**src/fsrl_consts.svh**
```systemverilog
// register offsets, field positions, reset values and timing counts of the reset and lane map bank
`ifndef FSRL_CONSTS_SVH
`define FSRL_CONSTS_SVH

`define FSRL_OFS_ADDRESS      8'h00
`define FSRL_OFS_RESET        8'h01
`define FSRL_OFS_LANE_MAP     8'h02
`define FSRL_OFS_GENERAL      8'h03

`define FSRL_ADDR_FIELD_MSB   7
`define FSRL_ADDR_FIELD_LSB   1
`define FSRL_ADDR_SELECT_BIT  0

`define FSRL_RST_DSI_DISABLE  3
`define FSRL_RST_DSI_PULSE    2
`define FSRL_RST_CORE_FULL    1
`define FSRL_RST_CORE_KEEP    0

`define FSRL_LANE_B_CLK_SWAP  6
`define FSRL_LANE_B_DATA_SWAP 5
`define FSRL_LANE_B_REVERSE   4
`define FSRL_LANE_A_CLK_SWAP  2
`define FSRL_LANE_A_DATA_SWAP 1
`define FSRL_LANE_A_REVERSE   0
`define FSRL_LANE_MAP_MASK    8'h77

`define FSRL_LANE_MAP_RST     8'h00
`define FSRL_GENERAL_RST      8'h92
`define FSRL_ADDR_SELECT_RST  1'b0
`define FSRL_READ_IDLE        8'h00

`define FSRL_CLOCK_PERIOD_NS  10
`define FSRL_PULSE_NS         40
`define FSRL_PULSE_CYCLES     ((`FSRL_PULSE_NS + `FSRL_CLOCK_PERIOD_NS - 1) / `FSRL_CLOCK_PERIOD_NS)

`endif

```
**src/fsrl_pkg.sv**
```systemverilog
// types of the reset and lane map bank
package fsrl_pkg;

  typedef enum logic [1:0] {
    fsrl_fill_first,
    fsrl_fill_second,
    fsrl_load_strap,
    fsrl_run
  } fsrl_phase_t;

  typedef struct packed {
    logic [7:0] count;
    logic       active;
  } fsrl_pulse_state_t;

  typedef struct packed {
    fsrl_phase_t phase;
    logic [6:0]  addr_pin_meta;
    logic [6:0]  addr_pin_sync;
    logic        mode_pin_meta;
    logic        mode_pin_sync;
    logic [6:0]  strap_addr;
    logic        strap_mode;
    logic [6:0]  addr_field;
    logic        addr_select;
    logic        dsi_disable;
    logic [7:0]  lane_map;
    logic [7:0]  general;
    logic [6:0]  own_addr;
    logic [6:0]  second_addr;
    logic        dsi_pulse_kick;
    logic        core_pulse_kick;
    logic        dsi_reset;
    logic        core_reset;
    logic [7:0]  rdata;
    logic        rvalid;
  } fsrl_state_t;

endpackage : fsrl_pkg

```
**src/fsrl_regs.sv**
```systemverilog
// address, reset control and receive lane map registers with strap capture
`timescale 1ns/1ps
`include "fsrl_consts.svh"

module fsrl_regs
  import fsrl_pkg::*;
#(
  parameter logic [7:0] PULSE_CYCLES = 8'(`FSRL_PULSE_CYCLES)
) (
  input  wire logic       clock,
  input  wire logic       rst,
  input  wire logic       clock_enable,
  input  wire logic [6:0] address_strap_pin,
  input  wire logic       mode_strap_pin_b,
  input  wire logic       second_port_bus_enable,
  input  wire logic       reg_write,
  input  wire logic       reg_read,
  input  wire logic [7:0] reg_addr,
  input  wire logic [7:0] reg_wdata,
  output logic      [7:0] reg_rdata,
  output logic            reg_rvalid,
  output logic      [6:0] own_bus_address,
  output logic      [6:0] second_port_bus_address,
  output logic            rx_dsi_reset,
  output logic            core_reset,
  output logic            rx_a_clock_polarity_swap,
  output logic            rx_a_data_polarity_swap,
  output logic            rx_a_lane_order_reverse,
  output logic            rx_b_clock_polarity_swap,
  output logic            rx_b_data_polarity_swap,
  output logic            rx_b_lane_order_reverse,
  output logic      [7:0] general_config
);

  fsrl_state_t q;
  fsrl_state_t next_q;
  logic        dsi_pulse_active;
  logic        core_pulse_active;
  logic        write_ok;
  logic        wr_address;
  logic        wr_reset;
  logic        wr_lane;
  logic        wr_general;

  function automatic logic hit(input logic [7:0] addr, input logic [7:0] ofs);
    hit = (addr == ofs);
  endfunction : hit

  //////////////////////////////////////////////////////////////////////////////
  // pulse generators

  fsrl_pulse #(
    .PULSE_CYCLES (PULSE_CYCLES)
  ) u_dsi_pulse (
    .clock        (clock),
    .rst          (rst),
    .clock_enable (clock_enable),
    .trigger      (q.dsi_pulse_kick),
    .active       (dsi_pulse_active)
  );

  fsrl_pulse #(
    .PULSE_CYCLES (PULSE_CYCLES)
  ) u_core_pulse (
    .clock        (clock),
    .rst          (rst),
    .clock_enable (clock_enable),
    .trigger      (q.core_pulse_kick),
    .active       (core_pulse_active)
  );

  //////////////////////////////////////////////////////////////////////////////
  // next state

  assign write_ok   = reg_write && (q.phase == fsrl_run);
  assign wr_address = write_ok && hit(reg_addr, `FSRL_OFS_ADDRESS);
  assign wr_reset   = write_ok && hit(reg_addr, `FSRL_OFS_RESET);
  assign wr_lane    = write_ok && hit(reg_addr, `FSRL_OFS_LANE_MAP);
  assign wr_general = write_ok && hit(reg_addr, `FSRL_OFS_GENERAL);

  always_comb begin
    next_q = q;
    next_q.addr_pin_meta   = address_strap_pin;
    next_q.addr_pin_sync   = q.addr_pin_meta;
    next_q.mode_pin_meta   = mode_strap_pin_b;
    next_q.mode_pin_sync   = q.mode_pin_meta;
    next_q.dsi_pulse_kick  = 1'b0;
    next_q.core_pulse_kick = 1'b0;
    next_q.rvalid          = 1'b0;

    unique case (q.phase)
      fsrl_fill_first: begin
        next_q.phase = fsrl_fill_second;
      end
      fsrl_fill_second: begin
        next_q.phase = fsrl_load_strap;
      end
      fsrl_load_strap: begin
        next_q.phase       = fsrl_run;
        next_q.strap_addr  = q.addr_pin_sync;
        next_q.strap_mode  = q.mode_pin_sync;
        next_q.addr_field  = q.addr_pin_sync;
        next_q.dsi_disable = q.mode_pin_sync;
      end
      fsrl_run: begin
        if (wr_address) begin
          next_q.addr_field  = reg_wdata[`FSRL_ADDR_FIELD_MSB:`FSRL_ADDR_FIELD_LSB];
          next_q.addr_select = reg_wdata[`FSRL_ADDR_SELECT_BIT];
        end
        if (wr_lane) begin
          next_q.lane_map = reg_wdata & `FSRL_LANE_MAP_MASK;
        end
        if (wr_general) begin
          next_q.general = reg_wdata;
        end
        if (wr_reset) begin
          next_q.dsi_disable    = reg_wdata[`FSRL_RST_DSI_DISABLE];
          next_q.dsi_pulse_kick = reg_wdata[`FSRL_RST_DSI_PULSE];
          if (reg_wdata[`FSRL_RST_CORE_KEEP]) begin
            next_q.core_pulse_kick = 1'b1;
            next_q.addr_field      = q.strap_addr;
            next_q.dsi_disable     = q.strap_mode;
          end
          if (reg_wdata[`FSRL_RST_CORE_FULL]) begin
            next_q.core_pulse_kick = 1'b1;
            next_q.addr_field      = q.strap_addr;
            next_q.addr_select     = `FSRL_ADDR_SELECT_RST;
            next_q.dsi_disable     = q.strap_mode;
            next_q.lane_map        = `FSRL_LANE_MAP_RST;
            next_q.general         = `FSRL_GENERAL_RST;
          end
        end
      end
    endcase

    next_q.own_addr = q.addr_select ? q.addr_field : q.strap_addr;
    if (second_port_bus_enable) begin
      next_q.second_addr = 7'(next_q.own_addr + 7'h01);
    end else begin
      next_q.second_addr = next_q.own_addr;
    end
    next_q.dsi_reset  = q.dsi_disable || dsi_pulse_active || (q.phase != fsrl_run);
    next_q.core_reset = core_pulse_active;

    if (reg_read) begin
      next_q.rvalid = 1'b1;
      if (hit(reg_addr, `FSRL_OFS_ADDRESS)) begin
        next_q.rdata = {q.addr_field, q.addr_select};
      end else if (hit(reg_addr, `FSRL_OFS_RESET)) begin
        next_q.rdata = {4'h0, q.dsi_disable, 3'h0};
      end else if (hit(reg_addr, `FSRL_OFS_LANE_MAP)) begin
        next_q.rdata = q.lane_map;
      end else if (hit(reg_addr, `FSRL_OFS_GENERAL)) begin
        next_q.rdata = q.general;
      end else begin
        next_q.rdata = `FSRL_READ_IDLE;
      end
    end
  end

  //////////////////////////////////////////////////////////////////////////////
  // state register

  always_ff @(posedge clock or posedge rst) begin
    if (rst) begin
      q             <= '0;
      q.phase       <= fsrl_fill_first;
      q.addr_select <= `FSRL_ADDR_SELECT_RST;
      q.lane_map    <= `FSRL_LANE_MAP_RST;
      q.general     <= `FSRL_GENERAL_RST;
      q.dsi_reset   <= 1'b1;
    end else if (clock_enable) begin
      q <= next_q;
    end
  end

  //////////////////////////////////////////////////////////////////////////////
  // outputs

  assign reg_rdata                = q.rdata;
  assign reg_rvalid               = q.rvalid;
  assign own_bus_address          = q.own_addr;
  assign second_port_bus_address  = q.second_addr;
  assign rx_dsi_reset             = q.dsi_reset;
  assign core_reset               = q.core_reset;
  assign rx_b_clock_polarity_swap = q.lane_map[`FSRL_LANE_B_CLK_SWAP];
  assign rx_b_data_polarity_swap  = q.lane_map[`FSRL_LANE_B_DATA_SWAP];
  assign rx_b_lane_order_reverse  = q.lane_map[`FSRL_LANE_B_REVERSE];
  assign rx_a_clock_polarity_swap = q.lane_map[`FSRL_LANE_A_CLK_SWAP];
  assign rx_a_data_polarity_swap  = q.lane_map[`FSRL_LANE_A_DATA_SWAP];
  assign rx_a_lane_order_reverse  = q.lane_map[`FSRL_LANE_A_REVERSE];
  assign general_config           = q.general;
endmodule : fsrl_regs

```
**src/fsrl_pulse.sv**
```systemverilog
// fixed-length pulse generator for the self-clearing resets
`timescale 1ns/1ps
`include "fsrl_consts.svh"

module fsrl_pulse
  import fsrl_pkg::*;
#(
  parameter logic [7:0] PULSE_CYCLES = 8'(`FSRL_PULSE_CYCLES)
) (
  input  wire logic clock,
  input  wire logic rst,
  input  wire logic clock_enable,
  input  wire logic trigger,
  output logic      active
);

  fsrl_pulse_state_t q;
  fsrl_pulse_state_t next_q;

  always_comb begin
    next_q = q;
    if (trigger) begin
      next_q.count  = PULSE_CYCLES;
      next_q.active = 1'b1;
    end else if (q.count > 8'h01) begin
      next_q.count  = q.count - 8'h01;
      next_q.active = 1'b1;
    end else begin
      next_q.count  = 8'h00;
      next_q.active = 1'b0;
    end
  end

  always_ff @(posedge clock or posedge rst) begin
    if (rst) begin
      q <= '0;
    end else if (clock_enable) begin
      q <= next_q;
    end
  end

  assign active = q.active;

endmodule : fsrl_pulse

```
**config.mk**
```make
export PLATFORM = sky130hd
export DESIGN_NAME = fsrl_regs
export DESIGN_NICKNAME = d
export VERILOG_FILES = /design/src/fsrl_pkg.sv /design/src/fsrl_regs.sv /design/src/fsrl_pulse.sv
export VERILOG_INCLUDE_DIRS = /design/src
export SDC_FILE = /design/constraint.sdc
export NUM_CORES = 1
export LEC_CHECK = 0
export ABC_AREA = 1
export BUFFER_PORTS_ARGS = -buffer_cell sky130_fd_sc_hd__buf_2
export CORE_MARGIN = 5
export CORE_UTILIZATION = 39
export DETAILED_ROUTE_END_ITERATION = 7
export PLACE_DENSITY = 0.66
export SLEW_MARGIN = 20
export SYNTH_ARGS = -nofsm -noshare
export SYNTH_HDL_FRONTEND = slang
export SYNTH_SLANG_ARGS = --single-unit
```
**constraint.sdc**
```tcl
create_clock -name clock -period 9 [get_ports clock]
set_clock_uncertainty 0.05 [all_clocks]
set_input_delay 0.9 -clock clock [delete_from_list [all_inputs] [get_ports clock]]
set_output_delay 0.9 -clock clock [all_outputs]
set_load 0.01 [all_outputs]
```
==> results of run 1 <==
[kinds of logic after synthesis]
| logic type | after synthesis | synth area share |
|---|---|---|
| compound gates | 114 | 0.132 |
| simple gates | 259 | 0.226 |
| buf+inv | 133 | 0.128 |
| fa+ha+maj | 9 | 0.0223 |
| xor+xnor | 9 | 0.0156 |
| flops | 96 | 0.477 |
[worst max-delay path, stage by stage (launching register included)]
cell and delay [ps]:
dfrtp_1 420, ha_1 450, nand2_1 90, inv_1 600, nand3_2 320, a21oi_4 330, o22ai_1 120
[placed cells by master (no fill, tap or decap), types with 6 or more instances in the layout]
| cell type | n |
|---|---|
| clkbuf_16 | 9 |
| nand2_1 | 144 |
| dfrtp_1 | 92 |
| nor2_1 | 52 |
| nand4_1 | 8 |
| inv_1 | 76 |
| a21oi_1 | 14 |
| o22ai_1 | 14 |
| a21oi_2 | 6 |
| ha_1 | 9 |
| o21ai_0 | 57 |
| buf_2 | 68 |
| nand3_1 | 32 |
[registers in the layout (all words and copies together), names as in the netlist, 7 cells and up]
signal and count:
own_bus_address 7, reg_rdata 8, general_config 8, second_port_bus_address 7, q 31, u_core_pulse.q 8
next_q 8, u_dsi_pulse.q 8
[layer usage]
metal,vias to the layer above,share of wire,track usage
li1,2023,-,-
met1,1866,0.45,0.211
met2,96,0.49,0.268
met3,9,0.047,0.0322
met4,0,0.014,0.0450
met5,-,0,0
[worst max path at each step]
stage	start	end	cells past startpoint
CTS	clock_enable	u_core_pulse.q[7]	6
floorplan	rst	core_reset	1
global placement	clock_enable	u_core_pulse.q[7]	6
detailed placement	clock_enable	u_core_pulse.q[7]	6
finish	q[77]	rx_b_clock_polarity_swap	6
global route	q[77]	rx_b_clock_polarity_swap	6
[per-stage QoR]
step | cells | worst slack, ps | utilization
2_1_floorplan | 620 | 5550 | -
5_1_grt | 827 | 6270 | 0.440
6_report | 827 | 6480 | 0.440
3_5_place_dp | 811 | 6000 | 0.417
3_3_place_gp | 811 | 6080 | 0.417
4_1_cts | 827 | 6360 | 0.440
[layout make-up]
class | instances | area, µm² | area share
multi-input combinational | 391 | 1990 | 0.358
sequential | 96 | 2410 | 0.432
clock inverter | 5 | 38.8 | 0.00696
inverter | 82 | 310 | 0.0557
tap | 172 | 215 | 0.0386
clock buffer | 11 | 253 | 0.0453
timing repair buffer | 70 | 355 | 0.0637
[report_power, final]
group	internal (mW)	total (mW)	switching, mW
clock network	0.204	0.368	0.163
logic	0.162	0.436	0.274
registers	0.547	0.630	0.0831
total	0.913	1.43	0.520
==> flow_metrics.py, run 1 <==
metrics = {
    "layout": {
        "final_net_count": 689,
        "n_antenna_cell": 0,
        "design_area_mm2": 0.00557,
        "syn_to_final_growth_pct": 10.4,
        "layout-drive-gt1-share": 0.183,
        "num-fill-cells": 1262,
    },
    "pwr": {
        "power_density_mw_per_mm2": 257,
        "p_leak_nw": 2.85,
        "finalPower_mw": 1.43,
        "irDropWorstVdd_mv": 0.126,
    },
    "floorplan": {
        "die_h_um": 124,
        "die-area_mm2": 0.0153,
        "io_pins": 69,
        "rows": 41,
        "initial_core_util": 0.398,
        "core-area_mm2": 0.0127,
        "dieWidth_um": 124,
    },
    "routing": {
        "drt_pass1_iterations": 5,
        "detail-route-antenna-nets": 0,
        "vias_per_cell": 4.83,
        "drt_wl_total_um": 11500,
        "drt_iter0_drc": 344,
        "wire_per_inst_um": 13.9,
        "vias": 3994,
        "drc_errors": 0,
    },
    "setup_path": {
        "arrival_ps": 2670,
        "r2r-start": "q[77]",
        "path_max_fanout": 21,
        "cp-start-kind": "flop",
        "path_class": "flop to flop",
        "reg2reg_to": "rx_b_clock_polarity_swap",
        "r2r_slack_ps": 6480,
        "worstPathRequired_ps": 9150,
        "end_kind": "flop",
        "reg2regPathDepth": 6,
    },
    "clock_network": {
        "clk_pin_slew_ps": 70,
        "post_cts_buffers": 0,
        "root_buffer": "clkbuf_16",
        "htree_levels": 3,
        "cts_hold_buf": 0,
        "cts_sinks": 96,
        "clockBufferDepth": 2,
        "cts-resized-gates": 0,
        "clock_latency_ps": 330,
        "cts_inserted_buffers": 9,
        "cts_tree": "done",
    },
    "outcome": {
        "status": "finished clean",
    },
    "synthesis": {
        "synth_edf_count": 0,
        "synth_common_cells": "nand2_1 (144), dfrtp_1 (92), inv_1 (78), o21ai_0 (57), nor2_1 (52)",
        "synth_top_cell_area_share": 0.456,
        "synth_ff_type": "dfrtp_1",
        "syn-num-nets": 659,
        "yosysWarnings": 0,
        "postSynthAreaPerCell_um2": 8.14,
        "synth.area.top_cells": "dfrtp_1 (46%), nand2_1 (11%), inv_1 (5.8%), o21ai_0 (5.7%), buf_4 (5.1%)",
        "ys_types": 42,
        "yosysMostFrequentCell": "nand2_1",
        "synth-async-reset-ratio": 1.00,
        "syn_inst": 620,
        "synth-seq-cells": 96,
        "ys_seq_area_frac": 0.477,
        "synth_area_mm2": 0.00505,
        "synth_top_cell_by_area": "dfrtp_1",
    },
    "place": {
        "routabilityCongestion": 0.858,
        "io_buffers": 68,
        "hpwl_um": 8450,
        "placed_area_mm2": 0.00528,
    },
    "hold_path": {
        "min_to": "next_q[64]",
        "min-delay-path-class": "flop to flop",
        "worstHoldPathCells": 2,
        "hold_start": "next_q[64]",
    },
    "sta": {
        "fin_crit_ps": 2520,
        "drv_slew": 0,
        "fmax_mhz": 397,
        "fin_hold_ws_ps": 423,
        "tns_ps": 0,
        "fin_crit_sh": 0.280,
        "rsz0062_at_grt": "false",
        "hold_violations": 0,
        "setup_viol": 0,
        "tightest_slew_ps": 900,
        "max_slew_margin": 0.400,
    },
    "global_route": {
        "grt-ovfl-total": 0,
        "grt_max_degree": 73,
        "antenna_found_initial": 0,
        "grt_pass1_vias": 3946,
        "grt_pass1_wl_um": 19500,
        "grtUsageTotal": 0.160,
    },
    "run": {
        "drv_cap": 0,
    },
}
Note: power is estimated with default switching activity, not from simulation.
==> run 2: changes to the inputs <==
--- a/config.mk
+++ b/config.mk
@@ -6,12 +6,12 @@
 export SDC_FILE = /design/constraint.sdc
 export NUM_CORES = 1
 export LEC_CHECK = 0
-export ABC_AREA = 1
+export ABC_AREA = 0
 export BUFFER_PORTS_ARGS = -buffer_cell sky130_fd_sc_hd__buf_2
 export CORE_MARGIN = 5
 export CORE_UTILIZATION = 39
 export DETAILED_ROUTE_END_ITERATION = 7
-export PLACE_DENSITY = 0.66
+export PLACE_DENSITY = 0.68
 export SLEW_MARGIN = 20
 export SYNTH_ARGS = -nofsm -noshare
 export SYNTH_HDL_FRONTEND = slang
==> constraint.sdc (replaced) <==
create_clock -name clock -period 2.3 [get_ports clock]
set_clock_uncertainty 0.05 [all_clocks]
set_input_delay 0.23 -clock clock [delete_from_list [all_inputs] [get_ports clock]]
set_output_delay 0.23 -clock clock [all_outputs]
set_load 0.01 [all_outputs]
==> run 2 against run 1 <==
Largest cell class unchanged. Highest routed layer unchanged. Synthesized area increased by 2.4%. Count of clock-buffer cells in the layout unchanged. Non-clock buffer count is 17 higher. Clock power rose to 3.9 times the previous value. Global-route usage decreased by 0.52 points. Total power increased to 3.9 times the previous value. Maximum frequency grew 19%. Core utilization up 0.62 points. Sequential share of layout area shrank 2.1 points.
==> flow_metrics.py, run 2 <==
metrics = {
    "outcome": {
        "status": "finished clean",
    },
    "synthesis": {
        "synth_common_cells": "dfrtp_1 (92), nor2_1 (41), nand2_1 (33), mux2_2 (32), buf_4 (30)",
        "synth_ff_type": "dfrtp_1",
        "ys_types": 59,
        "synth.area.top_cells": "dfrtp_1 (45%), mux2_2 (7.0%), mux2i_1 (4.5%), buf_4 (4.4%), nor2_1 (3.0%)",
        "synth_top_cell_area_share": 0.445,
        "ys_seq_area_frac": 0.466,
        "synth_top_cell_by_area": "dfrtp_1",
        "synth_area_mm2": 0.00517,
        "syn-num-nets": 535,
        "yosysWarnings": 0,
        "synth-seq-cells": 96,
        "yosysMostFrequentCell": "dfrtp_1",
        "synth_edf_count": 0,
        "postSynthAreaPerCell_um2": 10.4,
        "synth-async-reset-ratio": 1.00,
        "syn_inst": 496,
    },
    "layout": {
        "largest_reg_flops": 31,
        "finish.utilization": 0.446,
        "regMostFlops": "q",
        "final_cell_mix": "dfrtp_1 (92), buf_2 (68), nor2_1 (41)",
        "n_antenna_cell": 0,
        "final_net_count": 576,
        "syn_to_final_growth_pct": 13.4,
        "layout_commonest_cell": "dfrtp_1",
        "layout-drive-gt1-share": 0.288,
    },
    "setup_path": {
        "path_max_fanout": 18,
        "end_kind": "flop",
        "arrival_ps": 2320,
        "r2r-start": "q[76]",
        "reg2regPathDepth": 5,
        "path_class": "flop to flop",
        "worstPathRequired_ps": 2510,
        "reg2reg_to": "q[46]",
        "r2r_slack_ps": 180,
        "cp-start-kind": "flop",
    },
    "routing": {
        "drt_pass1_iterations": 5,
        "detail-route-antenna-nets": 0,
        "vias": 3886,
        "drc_errors": 0,
        "drt_iter0_drc": 187,
        "wire_per_inst_um": 16.4,
        "vias_per_cell": 5.41,
        "drt_wl_total_um": 11800,
    },
    "global_route": {
        "grt_pass1_vias": 3891,
        "grtUsageTotal": 0.155,
        "grt_max_degree": 34,
        "antenna_found_initial": 0,
        "grt-ovfl-total": 0,
        "grt_pass1_wl_um": 19900,
    },
    "clock_network": {
        "clockBufferDepth": 2,
        "clock_latency_ps": 350,
        "post_cts_buffers": 0,
        "htree_levels": 3,
        "cts_inserted_buffers": 9,
        "clk_pin_slew_ps": 70,
        "cts-resized-gates": 0,
        "cts_tree": "done",
        "root_buffer": "clkbuf_16",
        "cts_sinks": 96,
    },
    "sta": {
        "fmax_mhz": 472,
        "tns_ps": 0,
        "tightest_slew_ps": 705,
        "setup_viol": 0,
        "hold_violations": 0,
        "rsz0062_at_grt": "false",
        "drv_slew": 0,
        "max_slew_margin": 0.524,
        "fin_crit_sh": 0.921,
        "fin_crit_ps": 2120,
        "postLayoutSetupSlackWorst_ps": 181,
    },
    "hold_path": {
        "min-delay-path-class": "primary input to flop",
        "min_to": "next_q[62]",
        "worstHoldPathCells": 2,
        "hold_start": "address_strap_pin[0]",
    },
    "floorplan": {
        "io_pins": 69,
        "rows": 42,
        "core-area_mm2": 0.0131,
        "die_h_um": 125,
        "dieWidth_um": 125,
        "initial_core_util": 0.393,
        "die-area_mm2": 0.0157,
    },
    "place": {
        "hpwl_um": 8750,
        "io_buffers": 68,
        "place_ws_ps": 224,
        "routabilityCongestion": 0.845,
    },
    "run": {
        "drv_cap": 0,
    },
    "pwr": {
        "irDropWorstVdd_mv": 0.628,
        "p_leak_nw": 2.63,
        "power_density_mw_per_mm2": 955,
    },
}
## run 2: changes by cell type in the layout (fill, tap and decap cells not counted), sizes merged, moves of 10 or more
| cell | previous run | this run |
|---|---|---|
| nor2 | 55 | 41 |
| nand2 | 148 | 33 |
| mux2i | 0 | 23 |
| mux2 | 0 | 32 |
| nand3 | 36 | 3 |
| buf | 70 | 86 |
| o21ai | 64 | 27 |
| a22o | 0 | 10 |
| inv | 81 | 17 |
## run 2: how the worst max path moves through the flow
stage | start | endpoint | depth (start not counted) | slack (ps)
6_report | q[76] | q[46] | 5 | 180
5_1_grt | q[76] | q[48] | 5 | 30
4_1_cts | q[76] | q[46] | 5 | 210
3_5_place_dp | q[76] | q[49] | 5 | 220
3_3_place_gp | q[76] | general_config[7] | 5 | 310
2_1_floorplan | q[76] | general_config[7] | 6 | 450
## run 2: kinds of logic (layout without fill, tap and decap cells)
kind of cell,Yosys count,in the layout,synth area share
buffers and inverters,74,120,0.0772
xor gates and xnor gates,11,11,0.0186
and+or+nand+nor,143,143,0.156
muxes,56,56,0.119
AOI/OAI and AO/OA,107,107,0.142
adders and majority gates,9,9,0.0218
DFF,96,96,0.466
## run 2: layer usage
metal | vias up | GRT usage | routed length [µm]
met4 | 0 | 0.0542 | 178
met3 | 11 | 0.0328 | 631
li1 | 1832 | - | -
met2 | 125 | 0.243 | 5520
met1 | 1918 | 0.214 | 5440
met5 | - | 0 | 0
## run 2: metrics by stage
stage               hold slack (ps)  cell area [µm²]  instances  power [mW]
floorplan                       317             5170        496        3.72
global placement                316             5560        701        4.08
detailed placement              328             5560        701        4.17
CTS                            46.9             5860        718        5.64
global route                   57.8             5860        718        5.96
finish                         55.2             5860        718        5.60
## run 2: area by class of cell
class | count | area, µm²
Clock buffer | 11 | 253
Clock inverter | 5 | 40.0
Fill cell | 1242 | 7280
Inverter | 17 | 67.6
Multi-Input combinational cell | 326 | 2360
Sequential cell | 96 | 2410
Tap cell | 176 | 220
Timing Repair Buffer | 87 | 510
## run 2: report_power, final
part	internal, mW	total (mW)	switching (mW)
sequential	2.10	2.52	0.420
clock	0.798	1.45	0.653
combinational	0.767	1.63	0.858
total	3.67	5.60	1.93
## run 2: critical path, stage by stage (launching register included)
cell and delay (ps):
dfrtp_1 430, ha_1 550, inv_1 220, nor4b_4 430
a22oi_1 140, o31ai_2 200
## run 2: repair_timing
item | in CTS | in global routing
endpoints found under the setup margin | 0 | 0
hold buffers | 1 | 0
hold endpoints to repair | 21 | 0
==> run 3: changes to the inputs <==
--- a/config.mk
+++ b/config.mk
@@ -6,12 +6,11 @@
 export SDC_FILE = /design/constraint.sdc
 export NUM_CORES = 1
 export LEC_CHECK = 0
-export ABC_AREA = 0
 export BUFFER_PORTS_ARGS = -buffer_cell sky130_fd_sc_hd__buf_2
+export CAP_MARGIN = 20
 export CORE_MARGIN = 5
 export CORE_UTILIZATION = 39
 export DETAILED_ROUTE_END_ITERATION = 7
-export PLACE_DENSITY = 0.68
 export SLEW_MARGIN = 20
 export SYNTH_ARGS = -nofsm -noshare
 export SYNTH_HDL_FRONTEND = slang
==> run 3 against run 2 <==
Clock power barely moved. First-iteration DRC count is 34% higher. Critical path depth increased by 1.
==> flow_metrics.py, run 3 (synthesized netlist as in run 2, its figures left out) <==
metrics = {
    "outcome": {
        "status": "finished clean",
    },
    "hold_path": {
        "worstHoldPathCells": 2,
        "min-delay-path-class": "primary input to flop",
        "min_to": "next_q[63]",
        "hold_start": "address_strap_pin[1]",
    },
    "setup_path": {
        "reg2regPathDepth": 6,
        "worstPathRequired_ps": 2460,
        "max_stage_delay_ps": 490,
        "reg2reg_to": "u_dsi_pulse.q[7]",
        "end_kind": "flop",
        "path_cells": "inv_1, ha_1, or3b_2, or3_1, a21oi_1, o2bb2ai_1",
        "cp-start-kind": "flop",
        "r2r_slack_ps": 360,
        "worst_path_max_delay_cell": "or3b_2",
        "path_delay_family": "simple AND/OR/NAND/NOR gates",
        "path_class": "flop to flop",
        "path_buf_inv": 1,
        "arrival_ps": 2100,
        "path_max_fanout": 7,
        "r2r-start": "u_dsi_pulse.q[1]",
    },
    "clock_network": {
        "post_cts_buffers": 0,
        "root_buffer": "clkbuf_16",
        "cts_tree": "done",
        "htree_levels": 3,
        "clock_latency_ps": 340,
        "cts_sinks": 96,
        "cts_inserted_buffers": 9,
        "clk_pin_slew_ps": 70,
        "clockBufferDepth": 2,
    },
    "routing": {
        "detail-route-antenna-nets": 0,
        "drc_errors": 0,
        "drt_wl_total_um": 12200,
        "drt_iter0_drc": 251,
        "vias_per_cell": 5.38,
        "vias": 3855,
        "wire_per_inst_um": 17.0,
        "drt_pass1_iterations": 4,
    },
    "global_route": {
        "grt_max_degree": 35,
        "grt-ovfl-total": 0,
        "grt_pass1_wl_um": 20300,
        "grt_pass1_vias": 3901,
        "grtUsageTotal": 0.158,
        "antenna_found_initial": 0,
    },
    "sta": {
        "drv_slew": 0,
        "tns_ps": 0,
        "fin_crit_sh": 0.842,
        "fmax_mhz": 517,
        "setup_viol": 0,
        "max_slew_margin": 0.488,
        "rsz0062_at_grt": "false",
        "fin_crit_ps": 1940,
        "tightest_slew_ps": 767,
        "hold_violations": 0,
    },
    "pwr": {
        "irDropWorstVdd_mv": 0.476,
        "finalPower_mw": 5.59,
        "p_leak_nw": 2.62,
        "power_density_mw_per_mm2": 958,
    },
    "floorplan": {
        "die_h_um": 125,
        "io_pins": 69,
        "initial_core_util": 0.393,
        "die-area_mm2": 0.0157,
        "dieWidth_um": 125,
        "rows": 42,
        "core-area_mm2": 0.0131,
    },
    "layout": {
        "layout-drive-gt1-share": 0.283,
        "syn_to_final_growth_pct": 12.9,
        "largest_reg_flops": 31,
        "final_net_count": 575,
        "final_cell_mix": "dfrtp_1 (92), buf_2 (68), nor2_1 (41)",
        "regMostFlops": "q",
        "finalNonFillerCells": 717,
        "finish.utilization": 0.444,
        "n_antenna_cell": 0,
        "layout_commonest_cell": "dfrtp_1",
    },
    "place": {
        "dp.cells": 700,
        "routabilityCongestion": 0.834,
        "hpwl_um": 9000,
        "io_buffers": 68,
    },
    "run": {
        "drv_cap": 0,
    },
}
run 3: changes by cell type in the layout (fill, tap and decap cells not counted), sizes merged:
cell and change:
buf -1, clkbuf +1, clkinv +2, clkinvlp -2, inv -1
run 3: repair_timing:
| item | 4_1_cts | 5_1_grt |
|---|---|---|
| endpoints found under the hold margin | 4 | 0 |
| resized for setup | 0 | 0 |
| hold buffers | 1 | 0 |
run 3: area by class of cell:
cell class / instances / area (µm²)
fillers: 1269 / 7300
flip-flops and latches: 96 / 2410
multi-input cells: 326 / 2360
repair buffers: 86 / 503
clock buffers: 12 / 246
well taps: 176 / 220
inverters: 17 / 67.6
clock inverters: 4 / 30.0
run 3: routing by layer:
layer	up-vias	share of wire	track usage
li1	1830	-	-
met4	0	0.019	0.0606
met5	-	0	0
met2	100	0.45	0.244
met3	18	0.059	0.0380
met1	1907	0.47	0.217
run 3: power breakdown:
group	switching, mW	internal (mW)
Sequential	0.430	2.10
Clock	0.657	0.766
Combinational	0.861	0.776
Total	1.95	3.64
run 3: metrics by stage:
stage                     cell area, µm²  setup slack, ps  hold WS, ps
final                               5840              364         64.1
after global routing                5840              238         72.5
after CTS                           5840              372         55.2
after detailed placement            5550              362          366
after global placement              5550              406          356
after floorplan                     5170              449          317
run 3: worst reg2reg max path, cell delays in order (launching register included):
cell	delay (ps)
dfrtp_1	450
inv_1	90
ha_1	200
or3b_2	490
or3_1	320
a21oi_1	150
o2bb2ai_1	70
run 3: how the worst max path moves through the flow:
stage,slack (ps),end,start,depth (start not counted)
after global routing,240,u_dsi_pulse.q[7],u_dsi_pulse.q[2],6
final,360,u_dsi_pulse.q[7],u_dsi_pulse.q[1],6
after floorplan,450,general_config[7],q[76],6
after detailed placement,360,q[49],reg_addr[1],5
after CTS,370,u_dsi_pulse.q[7],u_dsi_pulse.q[1],6
after global placement,410,q[49],reg_addr[1],5
